`src/hdl/msc_pkg.sv`:
```
// constants, types and state layout of the message interrupt capability
// assumes a 200 MHz core clock and a word-wide register bus
// How it works
// - address bits 1:0 read zero, ignore writes
// - lower address bits 31:2 writable, reset zero
// - 64-bit mode: upper word joins lower address
// - 32-bit mode: upper address reads zero
// - data at 0x05C (64-bit) else 0x058
// - send data-derived value to programmed address
// - one vector: data sent unchanged
// - two vectors: bit 0 carries vector number
// - more vectors widen the replaced low field
// - mask at 0x060 (64-bit) else 0x05C
// - only enabled vectors' mask bits writable
// - masked vector is never sent
// - pending at 0x064 (64-bit) else 0x060
// - pending one means vector held in core
// - only enabled vectors' pending bits exist
// - enable bit 16 gates all sends
// - count code 000..101 selects 1..32 vectors
// - read-only bit 23 flags 64-bit addressing
package msc_pkg;

   localparam int ADDR_W = 9;
   localparam int NVEC   = 32;
   localparam int N_EV   = 3;

   ////////////////////////////////////////////////////////////////////////
   // register byte offsets
   localparam logic [ADDR_W-1:0] OFF_CTRL   = 9'h050;
   localparam logic [ADDR_W-1:0] OFF_ADDR_LO = 9'h054;
   localparam logic [ADDR_W-1:0] OFF_ADDR_HI = 9'h058;
   localparam logic [ADDR_W-1:0] OFF_DATA64 = 9'h05C;
   localparam logic [ADDR_W-1:0] OFF_DATA32 = 9'h058;
   localparam logic [ADDR_W-1:0] OFF_MASK64 = 9'h060;
   localparam logic [ADDR_W-1:0] OFF_MASK32 = 9'h05C;
   localparam logic [ADDR_W-1:0] OFF_PEND64 = 9'h064;
   localparam logic [ADDR_W-1:0] OFF_PEND32 = 9'h060;
   localparam logic [ADDR_W-1:0] OFF_EV_STS = 9'h100;
   localparam logic [ADDR_W-1:0] OFF_EV_CLR = 9'h104;
   localparam logic [ADDR_W-1:0] OFF_EV_IEN = 9'h108;

   ////////////////////////////////////////////////////////////////////////
   // control register fields
   localparam int CTRL_EN_BIT  = 16;
   localparam int CTRL_MMC_LSB = 17;
   localparam int CTRL_MME_LSB = 20;
   localparam int CTRL_A64_BIT = 23;
   localparam int CTRL_PVM_BIT = 24;
   localparam int AL_LSB       = 2;
   localparam logic [2:0] MME_MAX = 3'h5;

   // event bits of the status register
   localparam int EV_SENT = 0;
   localparam int EV_DROP = 1;
   localparam int EV_HELD = 2;

   // reset values and an all-ones mask base
   localparam logic [31:0] RST_WORD  = 32'h0000_0000;
   localparam logic [15:0] RST_HALF  = 16'h0000;
   localparam logic [31:0] ALL_ONES  = 32'hFFFF_FFFF;

   typedef enum logic [1:0] {
      BUS_IDLE = 2'b01,
      BUS_ACK  = 2'b10
   } msc_bus_t;

   typedef struct packed {
      msc_bus_t          bus;
      logic              wreq;
      logic [31:0]       rdata;
      logic              en;
      logic [2:0]        mme;
      logic [31:2]       addr_lo;
      logic [31:0]       addr_hi;
      logic [15:0]       payload;
      logic [NVEC-1:0]   mask;
      logic [NVEC-1:0]   pend;
      logic [N_EV-1:0]   sts;
      logic [N_EV-1:0]   ien;
      logic              irq;
      logic              mwr_valid;
      logic [63:0]       mwr_addr;
      logic [31:0]       mwr_data;
   } msc_state_t;

endpackage

```
`src/hdl/msc_msi_cap.sv`:
```
// message interrupt capability registers and interrupt write former
// assumes vector requests come from logic on I_CLK and the write port
// accepts a request on the edge where valid and ready are both high
`timescale 1ns/1ps
module msc_msi_cap #(
   parameter logic       ADDR64  = 1'b1,
   parameter logic [2:0] MMC     = 3'h5
) (
   input  wire logic                       I_CLK,
   input  wire logic                       I_RSTN,
   input  wire logic [msc_pkg::ADDR_W-1:0] I_ADDRESS,
   input  wire logic                       I_READ,
   input  wire logic                       I_WRITE,
   input  wire logic [31:0]                I_WRITEDATA,
   input  wire logic [3:0]                 I_BYTEENABLE,
   output logic                            O_WAITREQUEST,
   output logic [31:0]                     O_READDATA,
   input  wire logic [msc_pkg::NVEC-1:0]   I_VEC_REQ,
   output logic                            O_MWR_VALID,
   output logic [63:0]                     O_MWR_ADDR,
   output logic [31:0]                     O_MWR_DATA,
   input  wire logic                       I_MWR_READY,
   output logic                            O_IRQ
);
   import msc_pkg::*;

   localparam logic [ADDR_W-1:0] OFF_DATA = ADDR64 ? OFF_DATA64 : OFF_DATA32;
   localparam logic [ADDR_W-1:0] OFF_MASK = ADDR64 ? OFF_MASK64 : OFF_MASK32;
   localparam logic [ADDR_W-1:0] OFF_PEND = ADDR64 ? OFF_PEND64 : OFF_PEND32;

   msc_state_t st_reg;
   msc_state_t st_next;

   logic [5:0]      nvec;
   logic [NVEC-1:0] vmask;
   logic [15:0]     lowf;
   logic [NVEC-1:0] ready_vec;
   logic [NVEC-1:0] new_req;
   logic [4:0]      pick;
   logic            found;
   logic [31:0]     ctrl_rd;
   logic [31:0]     rd_val;
   logic [31:0]     wm;
   logic [15:0]     msg;
   logic [N_EV-1:0] ev;

   function automatic logic [31:0] merge(input logic [31:0] old,
                                         input logic [31:0] wd,
                                         input logic [3:0]  be);
      logic [31:0] r;
      r = old;
      for (int b = 0; b < 4; b++) begin
         if (be[b]) begin
            r[b*8 +: 8] = wd[b*8 +: 8];
         end
      end
      return r;
   endfunction

   ////////////////////////////////////////////////////////////////////////
   // vector count and implemented bits
   always_comb begin
      nvec  = 6'h01 << st_reg.mme;
      vmask = ~(ALL_ONES << nvec);
      lowf  = {11'h000, 5'(nvec - 6'h01)};
   end

   ////////////////////////////////////////////////////////////////////////
   // read decode
   always_comb begin
      ctrl_rd = RST_WORD;
      ctrl_rd[CTRL_EN_BIT] = st_reg.en;
      ctrl_rd[CTRL_MMC_LSB +: 3] = MMC;
      ctrl_rd[CTRL_MME_LSB +: 3] = st_reg.mme;
      ctrl_rd[CTRL_A64_BIT] = ADDR64;
      ctrl_rd[CTRL_PVM_BIT] = 1'b1;
      rd_val = RST_WORD;
      if (I_ADDRESS == OFF_CTRL) begin
         rd_val = ctrl_rd;
      end else if (I_ADDRESS == OFF_ADDR_LO) begin
         rd_val = {st_reg.addr_lo, 2'b00};
      end else if (ADDR64 && I_ADDRESS == OFF_ADDR_HI) begin
         rd_val = st_reg.addr_hi;
      end else if (I_ADDRESS == OFF_DATA) begin
         rd_val = {RST_HALF, st_reg.payload};
      end else if (I_ADDRESS == OFF_MASK) begin
         rd_val = st_reg.mask & vmask;
      end else if (I_ADDRESS == OFF_PEND) begin
         rd_val = st_reg.pend & vmask;
      end else if (I_ADDRESS == OFF_EV_STS) begin
         rd_val = {29'h0000_0000, st_reg.sts};
      end else if (I_ADDRESS == OFF_EV_IEN) begin
         rd_val = {29'h0000_0000, st_reg.ien};
      end
   end

   ////////////////////////////////////////////////////////////////////////
   // lowest ready vector; unmasked, implemented and pending
   always_comb begin
      ready_vec = st_reg.pend & ~st_reg.mask & vmask;
      pick  = 5'h00;
      found = 1'b0;
      for (int i = NVEC - 1; i >= 0; i--) begin
         if (ready_vec[i]) begin
            pick  = 5'(i);
            found = 1'b1;
         end
      end
      msg = (st_reg.payload & ~lowf) | ({11'h000, pick} & lowf);
   end

   ////////////////////////////////////////////////////////////////////////
   // next state
   always_comb begin
      st_next = st_reg;
      wm      = merge(RST_WORD, I_WRITEDATA, I_BYTEENABLE);
      ev      = '0;
      new_req = I_VEC_REQ & vmask;

      // one wait cycle, then a single ack cycle per request
      unique case (st_reg.bus)
         BUS_IDLE: begin
            if (I_READ || I_WRITE) begin
               st_next.bus    = BUS_ACK;
               st_next.wreq   = 1'b0;
               st_next.rdata  = I_READ ? rd_val : RST_WORD;
            end
         end
         BUS_ACK: begin
            st_next.bus    = BUS_IDLE;
            st_next.wreq   = 1'b1;
            if (I_WRITE) begin
               if (I_ADDRESS == OFF_CTRL) begin
                  wm = merge(ctrl_rd, I_WRITEDATA, I_BYTEENABLE);
                  st_next.en = wm[CTRL_EN_BIT];
                  // a count above the capability is held at the capability
                  st_next.mme = (wm[CTRL_MME_LSB +: 3] > MMC) ?
                                MMC : wm[CTRL_MME_LSB +: 3];
               end else if (I_ADDRESS == OFF_ADDR_LO) begin
                  wm = merge({st_reg.addr_lo, 2'b00}, I_WRITEDATA,
                             I_BYTEENABLE);
                  st_next.addr_lo = wm[31:AL_LSB];
               end else if (ADDR64 && I_ADDRESS == OFF_ADDR_HI) begin
                  st_next.addr_hi = merge(st_reg.addr_hi, I_WRITEDATA,
                                          I_BYTEENABLE);
               end else if (I_ADDRESS == OFF_DATA) begin
                  wm = merge({RST_HALF, st_reg.payload}, I_WRITEDATA,
                             I_BYTEENABLE);
                  st_next.payload = wm[15:0];
               end else if (I_ADDRESS == OFF_MASK) begin
                  st_next.mask = merge(st_reg.mask, I_WRITEDATA,
                                       I_BYTEENABLE) & vmask;
               end else if (I_ADDRESS == OFF_EV_CLR) begin
                  st_next.sts = st_reg.sts & ~wm[N_EV-1:0];
               end else if (I_ADDRESS == OFF_EV_IEN) begin
                  wm = merge({29'h0000_0000, st_reg.ien}, I_WRITEDATA,
                             I_BYTEENABLE);
                  st_next.ien = wm[N_EV-1:0];
               end
            end
         end
      endcase

      // write port: hold until accepted
      if (st_reg.mwr_valid && I_MWR_READY) begin
         st_next.mwr_valid = 1'b0;
      end
      if (!st_reg.mwr_valid && st_reg.en && found) begin
         st_next.mwr_valid = 1'b1;
         st_next.mwr_addr  = {ADDR64 ? st_reg.addr_hi : RST_WORD,
                              st_reg.addr_lo, 2'b00};
         st_next.mwr_data  = {RST_HALF, msg};
         st_next.pend[pick] = 1'b0;
         ev[EV_SENT] = 1'b1;
      end

      // set after clear so a same-cycle raise is kept
      if (st_reg.en) begin
         st_next.pend = st_next.pend | new_req;
         ev[EV_HELD] = |(new_req & st_reg.mask);
      end
      ev[EV_DROP] = |(I_VEC_REQ & ~(st_reg.en ? vmask : RST_WORD));
      st_next.pend = st_next.pend & vmask;

      st_next.sts = st_next.sts | ev;
      st_next.irq = |(st_next.sts & st_next.ien);
   end

   ////////////////////////////////////////////////////////////////////////
   always_ff @(posedge I_CLK or negedge I_RSTN) begin
      if (!I_RSTN) begin
         st_reg.bus       <= BUS_IDLE;
         st_reg.wreq      <= 1'b1;
         st_reg.rdata     <= RST_WORD;
         st_reg.en        <= 1'b0;
         st_reg.mme       <= 3'h0;
         st_reg.addr_lo   <= 30'h0000_0000;
         st_reg.addr_hi   <= RST_WORD;
         st_reg.payload   <= RST_HALF;
         st_reg.mask      <= RST_WORD;
         st_reg.pend      <= RST_WORD;
         st_reg.sts       <= '0;
         st_reg.ien       <= '0;
         st_reg.irq       <= 1'b0;
         st_reg.mwr_valid <= 1'b0;
         st_reg.mwr_addr  <= 64'h0000_0000_0000_0000;
         st_reg.mwr_data  <= RST_WORD;
      end else begin
         st_reg <= st_next;
      end
   end

   // waitrequest is a flop of its own, low only in the ack cycle
   assign O_WAITREQUEST = st_reg.wreq;
   assign O_READDATA    = st_reg.rdata;
   assign O_MWR_VALID   = st_reg.mwr_valid;
   assign O_MWR_ADDR    = st_reg.mwr_addr;
   assign O_MWR_DATA    = st_reg.mwr_data;
   assign O_IRQ         = st_reg.irq;

endmodule // msc_msi_cap

```
`config.mk`:
```
export PLATFORM = sky130hd
export DESIGN_NAME = msc_msi_cap
export DESIGN_NICKNAME = d
export VERILOG_FILES = /design/src/hdl/msc_pkg.sv /design/src/hdl/msc_msi_cap.sv
export SDC_FILE = /design/constraint.sdc
export NUM_CORES = 1
export LEC_CHECK = 0
export ABC_AREA = 1
export BUFFER_PORTS_ARGS = -buffer_cell sky130_fd_sc_hd__buf_2
export CAP_MARGIN = 10
export CORE_MARGIN = 2
export CORE_UTILIZATION = 36
export CTS_BUF_LIST = sky130_fd_sc_hd__clkbuf_4 sky130_fd_sc_hd__clkbuf_8
export DETAILED_ROUTE_END_ITERATION = 7
export GPL_ROUTABILITY_DRIVEN = 0
export HOLD_SLACK_MARGIN = 0.06
export SYNTH_ARGS = -nofsm -noshare
export SYNTH_HDL_FRONTEND = slang
export SYNTH_SLANG_ARGS = --single-unit
export TNS_END_PERCENT = 50
```
`constraint.sdc`:
```
create_clock -name I_CLK -period 7.95 [get_ports I_CLK]
set_input_delay 1.59 -clock I_CLK [delete_from_list [all_inputs] [get_ports I_CLK]]
set_output_delay 1.59 -clock I_CLK [all_outputs]
set_load 0.05 [all_outputs]
```
Yosys cells after proc, flatten, opt, wreduce, memory -nomap -nowiden
Cells that the tools add are included.
{"block": "classes", "add_sub_neg": 1, "n_lt_le_gt_ge": 3, "n_eq_ne": 13, "shifts": 2, "mux": 133, "n_bitwise": 27, "n_reduce_logical": 24}
{"op": "$and 32x32->32", "count": 10}
{"op": "$mux 32", "count": 10}
{"op": "$mux 8", "count": 32}
{"op": "$mux 5", "count": 32}
{"op": "$not 32->32", "count": 4}
{"op": "$mux 97", "count": 1}
{"op": "$reduce_or 32->1", "count": 2}
{"op": "$eq 9x7->1 const B", "count": 6}
{"op": "$mux 6", "count": 7}
{"op": "$mux 1", "count": 36}
{"op": "$mux 35", "count": 1}
{"op": "$or 32x32->32", "count": 1}
{"op": "$shl 32x6->32 const A", "count": 1}
{"op": "$mux 7", "count": 4}
{"op": "$eq 9x9->1 const B", "count": 3}
{"op": "$mux 3", "count": 8}
{"op": "$reduce_and 6->1", "count": 4}
{"op": "$reduce_and 7->1", "count": 3}
{"op": "$reduce_and 5->1", "count": 4}
{"op": "$and 16x16->16", "count": 1}
{"op": "$not 5->16", "count": 1}
{"op": "$or 16x5->16", "count": 1}
{"op": "$and 3x3->3", "count": 2}
{"op": "$lt 5x6->1 const B", "count": 1}
{"op": "22 further kinds", "count": 28}
{"block": "totals", "ff_bits": 267, "out_inout_bits": 131, "wordCells": 226}

Logic depth before layout (Yosys ltp)
Gate-level depths: netlist of the first run.
{"block": "depth", "depth_word": 46, "ltp_mapped": 34}

Worst setup path after synthesis of the first run
Ideal clock, no wire load.
{"block": "synth_path", "path_kind": "input port to flip-flop", "from": "input port I_ADDRESS[5] (netlist bit)", "to": "register st_reg (netlist bit O_READDATA[11])", "t_arrival_ps": 3530, "t_required_ps": 7828, "slack_ps": 4299, "stages": 12, "path_cell_list": "nor2_1 > inv_1 > nor4_1 > inv_1 > nor2_1 > inv_1 > nor2_1 > clkinv_1 > clkbuf_1 > o221ai_1 > nand2_1 > a32o_1"}
{"block": "synth_between", "elab_chain_len": 8}
{"element": "from (decl)", "line": "msc_msi_cap.sv:11", "source": "input wire logic [msc_pkg::ADDR_W-1:0] I_ADDRESS,"}
{"element": "$eq 9x7->1", "line": "msc_msi_cap.sv:88", "source": "end else if (I_ADDRESS == OFF_PEND) begin"}
{"element": "$mux 32", "line": "msc_msi_cap.sv:88"}
{"element": "$mux 32", "line": "msc_msi_cap.sv:86", "source": "end else if (I_ADDRESS == OFF_MASK) begin"}
{"element": "$mux 32", "line": "msc_msi_cap.sv:84", "source": "end else if (I_ADDRESS == OFF_DATA) begin"}
{"element": "$mux 32", "line": "msc_msi_cap.sv:82", "source": "end else if (ADDR64 && I_ADDRESS == OFF_ADDR_HI) begin"}
{"element": "$mux 32", "line": "msc_msi_cap.sv:80", "source": "end else if (I_ADDRESS == OFF_ADDR_LO) begin"}
{"element": "$mux 32 *", "line": "msc_msi_cap.sv:78", "source": "if (I_ADDRESS == OFF_CTRL) begin"}
{"element": "$mux 32 *", "line": "msc_msi_cap.sv:126", "source": "st_next.rdata = I_READ ? rd_val : RST_WORD;"}
{"element": "to (signal assigned)", "line": "msc_msi_cap.sv:209", "source": "st_reg <= st_next;"}
{"element": "to (decl)", "line": "msc_msi_cap.sv:31", "source": "msc_state_t st_reg;"}
Mark *: on every way between the ends. The rest lies on a longest branch, timed or not.
A chain may end at the register's enable or synchronous reset.

Worst setup path in the final report of the first run
{"block": "layout_path", "from": "input port I_ADDRESS[1] (netlist bit)", "to": "register st_reg[153] (netlist bit)"}
{"block": "layout_between", "elab_chain_len": 3}
{"element": "$eq 9x7->1 (on tied branches)"}
{"element": "$not 1->1 (no line)"}
{"element": "$reduce_and 7->1 (no line) *"}
Marked as above.

==> results of run 1 <==
metal layers:
metal  routed length (µm)  track usage [%]
met5                    0                0
met4                 1190             6.83
met3                 4300             5.24
met2                20500             34.0
met1                21700             33.1
cells by family (layout without fill, tap and decap cells):
group / Yosys count / count (layout) / synth area share [%]
simple gates: 764 / 764 / 22.3
buf+inv: 430 / 519 / 15.4
compound gates: 350 / 350 / 15.1
flops: 266 / 266 / 46.6
fa+ha+maj: 3 / 3 / 0.263
xor+xnor: 2 / 2 / 0.123
mux: 2 / 2 / 0.140
other cells: 1 / 18 / 0.0262
layout by cell type (no fill, tap or decap), drive strengths merged, types with 2 or more instances in the layout:
cell type,netlist,final
nand2,509,509
dfrtp,265,265
inv,231,233
buf,153,203
o21ai,196,196
nor2,134,134
clkbuf,43,76
nand3,69,69
a21oi,35,35
nand4,24,24
a211oi,20,20
a32o,18,18
conb,1,18
nor3,18,18
o211ai,17,17
o221ai,16,16
o22ai,14,14
a221oi,12,12
nor4,8,8
clkinv,2,6
a31oi,5,5
a2111oi,3,3
ha,3,3
mux2i,2,2
a311oi,2,2
o32ai,2,2
o221a,2,2
xor2,2,2
Yosys cell counts (2+ instances only):
cell	n	area share, %
a221oi_1	12	0.74
o211ai_1	17	0.89
o21ai_1	2	0.070
clkbuf_1	42	1.1
o221ai_1	16	0.98
nor3_1	15	0.53
inv_2	11	0.29
buf_4	133	7.0
nor4_1	8	0.35
ha_1	3	0.26
nand2_4	2	0.16
buf_6	8	0.63
a211oi_1	20	1.1
nand3_4	2	0.25
nor2_4	3	0.24
a21oi_1	33	1.2
mux2i_1	2	0.14
a21oi_2	2	0.12
nor2_1	127	3.3
nand2_1	500	13
nor3_2	2	0.14
o22ai_1	14	0.61
nand4_1	24	1.1
a31oi_1	3	0.13
xor2_1	2	0.12
a311oi_1	2	0.12
inv_1	220	5.8
buf_2	11	0.39
o21ai_0	193	6.8
clkinv_1	2	0.053
o221a_2	2	0.16
o32ai_1	2	0.12
a2111oi_0	3	0.18
nand2_2	7	0.31
dfrtp_1	265	46
nand3_1	66	2.3
nor2_2	3	0.13
a32o_1	18	1.3
power groups by stage:
stage,clock (mW),combinational (mW),sequential (mW)
final,1.34,0.239,1.40
after global routing,1.42,0.260,1.40
after floorplan,0,0.134,1.42
after global placement,0,0.237,1.42
after CTS,1.37,0.240,1.40
after detailed placement,0,0.240,1.42
layout make-up:
cell class / instances / area share, %
Inverter: 233 / 5.56
Clock inverter: 7 / 0.445
Multi-Input combinational cell: 1139 / 35.0
Timing Repair Buffer: 203 / 6.74
Tap cell: 518 / 4.12
Clock buffer: 76 / 5.85
Sequential cell: 266 / 42.3
final timing paths:
path,endpoint,depth (start not counted),startpoint,slack [ns]
setup / recovery,st_reg[153]$_DFFE_PN0P_,15,I_ADDRESS[1],2.95
min in group asynchronous,st_reg[108]$_DFF_PN0_,1,I_RSTN,1.12
hold reg to reg,O_MWR_ADDR[13]$_DFFE_PN0N_,2,O_MWR_ADDR[13]$_DFFE_PN0N_,0.47
hold / removal,O_MWR_ADDR[13]$_DFFE_PN0N_,2,O_MWR_ADDR[13]$_DFFE_PN0N_,0.47
setup reg to reg,st_reg[129]$_DFF_PN0_,18,ctrl_rd[20]$_DFFE_PN0P_,3.23
max in group asynchronous,st_reg[201]$_DFFE_PN0P_,2,I_RSTN,5.40
tightest hold or removal path, cell delays in order, from the launching register on:
cell	delay (ns)
dfrtp_1	0.34
nand2_1	0.05
nand2_1	0.05
==> reports/qor.csv, run 1 <==
metric;value;unit
clock insertion delay at the later pin of the skew report;0.59;ns
std cell rows;72;
clock slew at the register clock pins of the worst setup and hold paths;0.06;ns
drt initial violations;1288;
H-Tree Depth;2;
count of placed standard cells including taps;2359;
CP Buf/Inv Count;8;
first-pass GRT wire length;72.4;mm
library cells used by synthesis;59;
fin area;0.0157;mm²
Die Span Y;203;µm
nature of the critical path endpoint;register;
largest net degree at the start of global routing;139;
leakage component of the power;8.20;nW
pre-CTS setup slack;2.50;ns
number of gates resized after cts;0;
n_diodes;0;
vias per cell;5.09;
largest voltage drop on the vdd net;0.110;mV
minimum clock period;5.00;ns
vias after detailed routing;12438;
async set-or-reset flop fraction in the synthesized netlist;100;%
most used flip-flop cell after synthesis;dfrtp_1;
Final period util;62.9;%
setup repair after global routing missed its margin;false;
final critical-path setup slack;2.95;ns
netlist area before placement;0.0143;mm²
critical path required time;8.42;ns
CP Cell Sequence;buf_2 -> nor2_1 -> inv_1 -> nor2_1 -> inv_1 -> nor2_1 -> inv_1 -> nor2_1 -> buf_4 -> clkinv_1 -> nor2_1 -> inv_1 -> nor2_1 -> inv_1 -> a211oi_1;
net switching fraction of the power;26.5;%
cell with the biggest individual delay on the critical path;nor2_1;
portion of the post-synthesis area used by sequential elements;46.6;%
final slew viol count;0;
clock root buffer;clkbuf_8;
final total power;2.98;mW
FILL cells;4079;
number of ports placed on the die boundary;213;
total routing resource utilization after global routing;22.9;%
fraction of final layout cells with drive strength greater than 1;17.1;%
relative contribution of the clock network to total power;45.1;%
slew at the pin closest to its max-slew limit;1.16;ns
Crit Path Class;input port to register;
clock tree from TritonCTS;built;
detail-routed net length per standard cell;19.5;µm
Max-Slew Margin vs Limit;20.7;%
hold violation count in the final report;0;
Reg area;0.00666;mm²
Routed Antenna Nets;0;
post-route non-filler standard cell count;2442;
drt pass-1 iters;5;
post-DP HPWL;36.2;mm
number of global-route vias before repair;11945;
final cell utilization of the core;40.4;%
count of endpoints failing setup in the final report;0;
final worst clock skew;0.0291;ns
average instance area after synthesis;7.86;µm²
Congestion Overflow GR;0;
EDFF count, synth;0;
core box area;0.0389;mm²
initial antenna violation count;0;
Highest Clock Rate;200;MHz
part of the power in registers;46.9;%
part of the power in combinational logic;8.0;%
stage delay of the slowest cell on the critical path;0.78;ns
type of the tightest min-delay check;register to register;
biggest fanout along the worst timing path;27;
Setup crit start kind;input port;
CTS hold repair buffers;0;
Crit path max-delay family;buffers and inverters;
tightest hold margin;0.473;ns
Die X-Extent;203;µm
Num CTS Buffers;45;
Multi-input gate area;0.00550;mm²
Die ar.;0.0413;mm²
DRC Markers;0;
switching power summed over all nets;791;µW
initial core utilization;36.7;%
post-CTS setup buffer count;0;
total placed instance area;0.0147;mm²
wire length after detailed routing;47.7;mm
Port Buffers;194;
number of flip-flops under the largest register name;150;
summed negative setup slack over all endpoints;0;ns
number of instances in the synthesized netlist;1818;
internal cell power;2.19;mW
synthesis-to-layout area growth;10.1;%
nets@finish;1973;
number of synthesis warnings;0;
flops & latches, synth;266;
status;finished, final reports clean;
Worst Path Arrival;5.47;ns
most used cell, CP;nor2_1;
# Max-Cap Violations;0;
PwrDens;190;mW/mm²
maximum count of clock buffers along a single path;3;
TritonCTS sink count;266;
Power figures use the tool's default switching activity.
==> inputs of run 2 (changes only) <==
- ABC_AREA: 1 -> 0
- clock period: 7.95 -> 5 ns (I/O delays scaled with it)
==> reports/qor.csv, run 2 <==
metric;value;unit;change
average instance area after synthesis;11.0;µm²;+40%
post-CTS setup buffer count;0;;unchanged
synthesis-to-layout area growth;11.0;%;
portion of the post-synthesis area used by sequential elements;47.9;%;+1.3 points
slew at the pin closest to its max-slew limit;0.988;ns;-0.171 ns
CTS hold repair buffers;0;;unchanged
Crit Path Class;register to register;;
detail-routed net length per standard cell;22.9;µm;+17%
number of ports placed on the die boundary;213;;unchanged
DRC Markers;0;;unchanged
leakage component of the power;7.33;nW;-11%
hold violation count in the final report;0;;unchanged
final worst clock skew;0.0178;ns;-0.0113 ns
initial core utilization;36.7;%;about the same
Port Buffers;194;;unchanged
post-route non-filler standard cell count;1896;;-22%
setup repair after global routing missed its margin;false;;
Highest Clock Rate;248;MHz;
std cell rows;71;;-1.4%
adder-cell share of the synthesized area;0.270;%;+0.0075 points
multiplexer share of the synthesized area;14.2;%;+14 points
clock slew at the register clock pins of the worst setup and hold paths;0.06;ns;about the same
wire length after detailed routing;43.3;mm;-9.2%
Die X-Extent;200;µm;-1.4%
drt initial violations;1179;;-8.5%
EDFF count, synth;0;;unchanged
number of global-route vias before repair;10736;;-10%
Num CTS Buffers;45;;unchanged
vias per cell;5.61;;+10%
Simple-Gate Fraction of Synth Area;11.3;%;-11 points
most common library cell in the layout ignoring fill and taps;dfrtp_1;;
async set-or-reset flop fraction in the synthesized netlist;100;%;unchanged
total placed instance area;0.0145;mm²;-1.7%
TritonCTS sink count;266;;unchanged
clock insertion delay at the later pin of the skew report;0.59;ns;about the same
count of endpoints failing setup in the final report;0;;unchanged
final total power;4.57;mW;+53%
largest net degree at the start of global routing;125;;-10%
most used flip-flop cell after synthesis;dfrtp_1;;
Worst Path Arrival;4.50;ns;-0.97 ns
type of the tightest min-delay check;register to register;;
vias after detailed routing;10645;;-14%
final slew viol count;0;;unchanged
first-pass GRT wire length;66.5;mm;-8.2%
XOR/XNOR share of the synthesized area;0.324;%;+0.20 points
critical path required time;5.46;ns;-2.96 ns
Die ar.;0.0402;mm²;-2.7%
commonest non-fill, non-tap cells in the layout;265 x dfrtp_1, 193 x buf_2, 172 x mux2_2, 110 x nand2_1, 66 x o21ai_0;;
minimum clock period;4.04;ns;
most common cell in the synthesized netlist;dfrtp_1;;
flops & latches, synth;266;;unchanged
nature of the critical path endpoint;register;;
post-DP HPWL;31.3;mm;-14%
drt pass-1 iters;6;;+1
PwrDens;296;mW/mm²;+56%
number of gates resized after cts;0;;unchanged
fin area;0.0154;mm²;-2.0%
H-Tree Depth;2;;unchanged
core box area;0.0378;mm²;-2.8%
total routing resource utilization after global routing;21.3;%;-1.5 points
Synth area leader;dfrtp_1;;
clock root buffer;clkbuf_8;;
number of instances in the synthesized netlist;1263;;-31%
list of most frequent post-synthesis cells;265 x dfrtp_1, 172 x mux2_2, 138 x buf_4, 110 x nand2_1, 67 x o21ai_0;;
summed negative setup slack over all endpoints;0;ns;unchanged
Congestion Overflow GR;0;;unchanged
Final period util;80.8;%;
netlist area before placement;0.0139;mm²;-2.8%
fraction of synthesized cell area taken by the top area cell type;47.7;%;+1.3 points
largest voltage drop on the vdd net;0.153;mV;+39%
final cell utilization of the core;40.7;%;+0.32 points
Setup crit start kind;register;;
nets@finish;1436;;-27%
largest cells by area after synthesis;dfrtp_1 48%, mux2_2 14%, buf_4 7.5%, nand2_1 3.0%, a22o_1 2.5%;;
Max-Slew Margin vs Limit;34.1;%;+13 points
number of flip-flops under the largest register name;150;;unchanged
clock tree from TritonCTS;built;;
Routed Antenna Nets;0;;unchanged
initial antenna violation count;3;;+3
main combinational cell family by area after synthesis;compound AO/OA/AOI/OAI gates;;
fraction of the mapped netlist area in compound gates;16.4;%;+1.2 points
number of synthesis warnings;0;;unchanged
maximum count of clock buffers along a single path;3;;unchanged
library cells used by synthesis;83;;+41%
# Max-Cap Violations;0;;unchanged
Die Span Y;200;µm;-1.4%
biggest fanout along the worst timing path;47;;+74%
fraction of final layout cells with drive strength greater than 1;36.0;%;+19 points
status;finished, final reports clean;;
count of placed standard cells including taps;1815;;-23%
==> run 2: changes by cell type after synthesis, moves of 38 or more <==
cell,change
nand2_1,-390
inv_1,-210
mux2_2,+172
a22o_1,+38
nand3_1,-51
o21ai_0,-126
nor2_1,-75
==> run 2: worst max-delay path, cell delays in order (launching register included) <==
cell and delay (ns):
dfrtp_1 0.75, or3_1 0.26, inv_2 0.09, ha_1 0.26
nor2_1 0.30, o21a_1 0.33, o22a_1 0.25, nand4_2 0.22
o311ai_4 0.41, buf_4 0.58, nand2_1 0.15, a221o_1 0.32
==> run 2: worst paths after layout <==
check / from / end / slack [ns] / depth (start not counted)
hold reg to reg: O_READDATA[15]$_DFFE_PN0P_ / O_READDATA[15]$_DFFE_PN0P_ / 0.48 / 2
hold / removal: O_READDATA[15]$_DFFE_PN0P_ / O_READDATA[15]$_DFFE_PN0P_ / 0.48 / 2
min in group asynchronous: I_RSTN / O_MWR_ADDR[19]$_DFFE_PN0N_ / 0.53 / 1
max in group asynchronous: I_RSTN / st_reg[137]$_DFFE_PN0P_ / 3.49 / 2
setup reg to reg: ctrl_rd[21]$_DFFE_PN0P_ / O_IRQ$_DFF_PN0_ / 0.96 / 11
setup / recovery: ctrl_rd[21]$_DFFE_PN0P_ / O_IRQ$_DFF_PN0_ / 0.96 / 11
==> run 2: layer usage <==
metal | GRT usage, % | wire [µm] | vias up
li1 | - | - | 4689
met4 | 7.96 | 1470 | 4
met5 | 0 | 27 | -
met2 | 33.6 | 19700 | 520
met1 | 28.8 | 18800 | 5319
met3 | 4.82 | 3400 | 113
==> run 2: layout make-up <==
cell class                 count  area, µm²
clock inverter                11       60.1
clock buffer                  69        868
tap                          511        639
antenna                        1       2.50
inverter                      11       41.3
timing repair buffer         215       1160
fill                        3782      22400
sequential                   266       6660
multi-input combinational    812       5990
==> run 2: cells by family (layout without fill, tap and decap cells) <==
| logic type | after synthesis | after routing |
|---|---|---|
| simple gates | 299 | 299 |
| compound gates | 314 | 314 |
| buf+inv | 202 | 306 |
| mux | 175 | 175 |
| fa+ha+maj | 3 | 3 |
| flops | 266 | 266 |
| xor+xnor | 3 | 3 |
| other cells | 1 | 19 |
==> run 2: power breakdown <==
part / leakage [nW] / switching (mW) / total [mW] / internal [mW]
combinational: 3.13 / 0.282 / 0.372 / 0.0900
clock: 0.498 / 0.896 / 2.00 / 1.11
sequential: 3.70 / 0.0167 / 2.19 / 2.18
==> run 2: metrics by stage <==
stage	hold WS, ns	setup slack, ns
6_report	0.477	0.961
5_1_grt	0.504	0.648
4_1_cts	0.481	0.968
3_5_place_dp	0.469	0.985
3_3_place_gp	0.460	1.17
2_1_floorplan	0.451	1.74
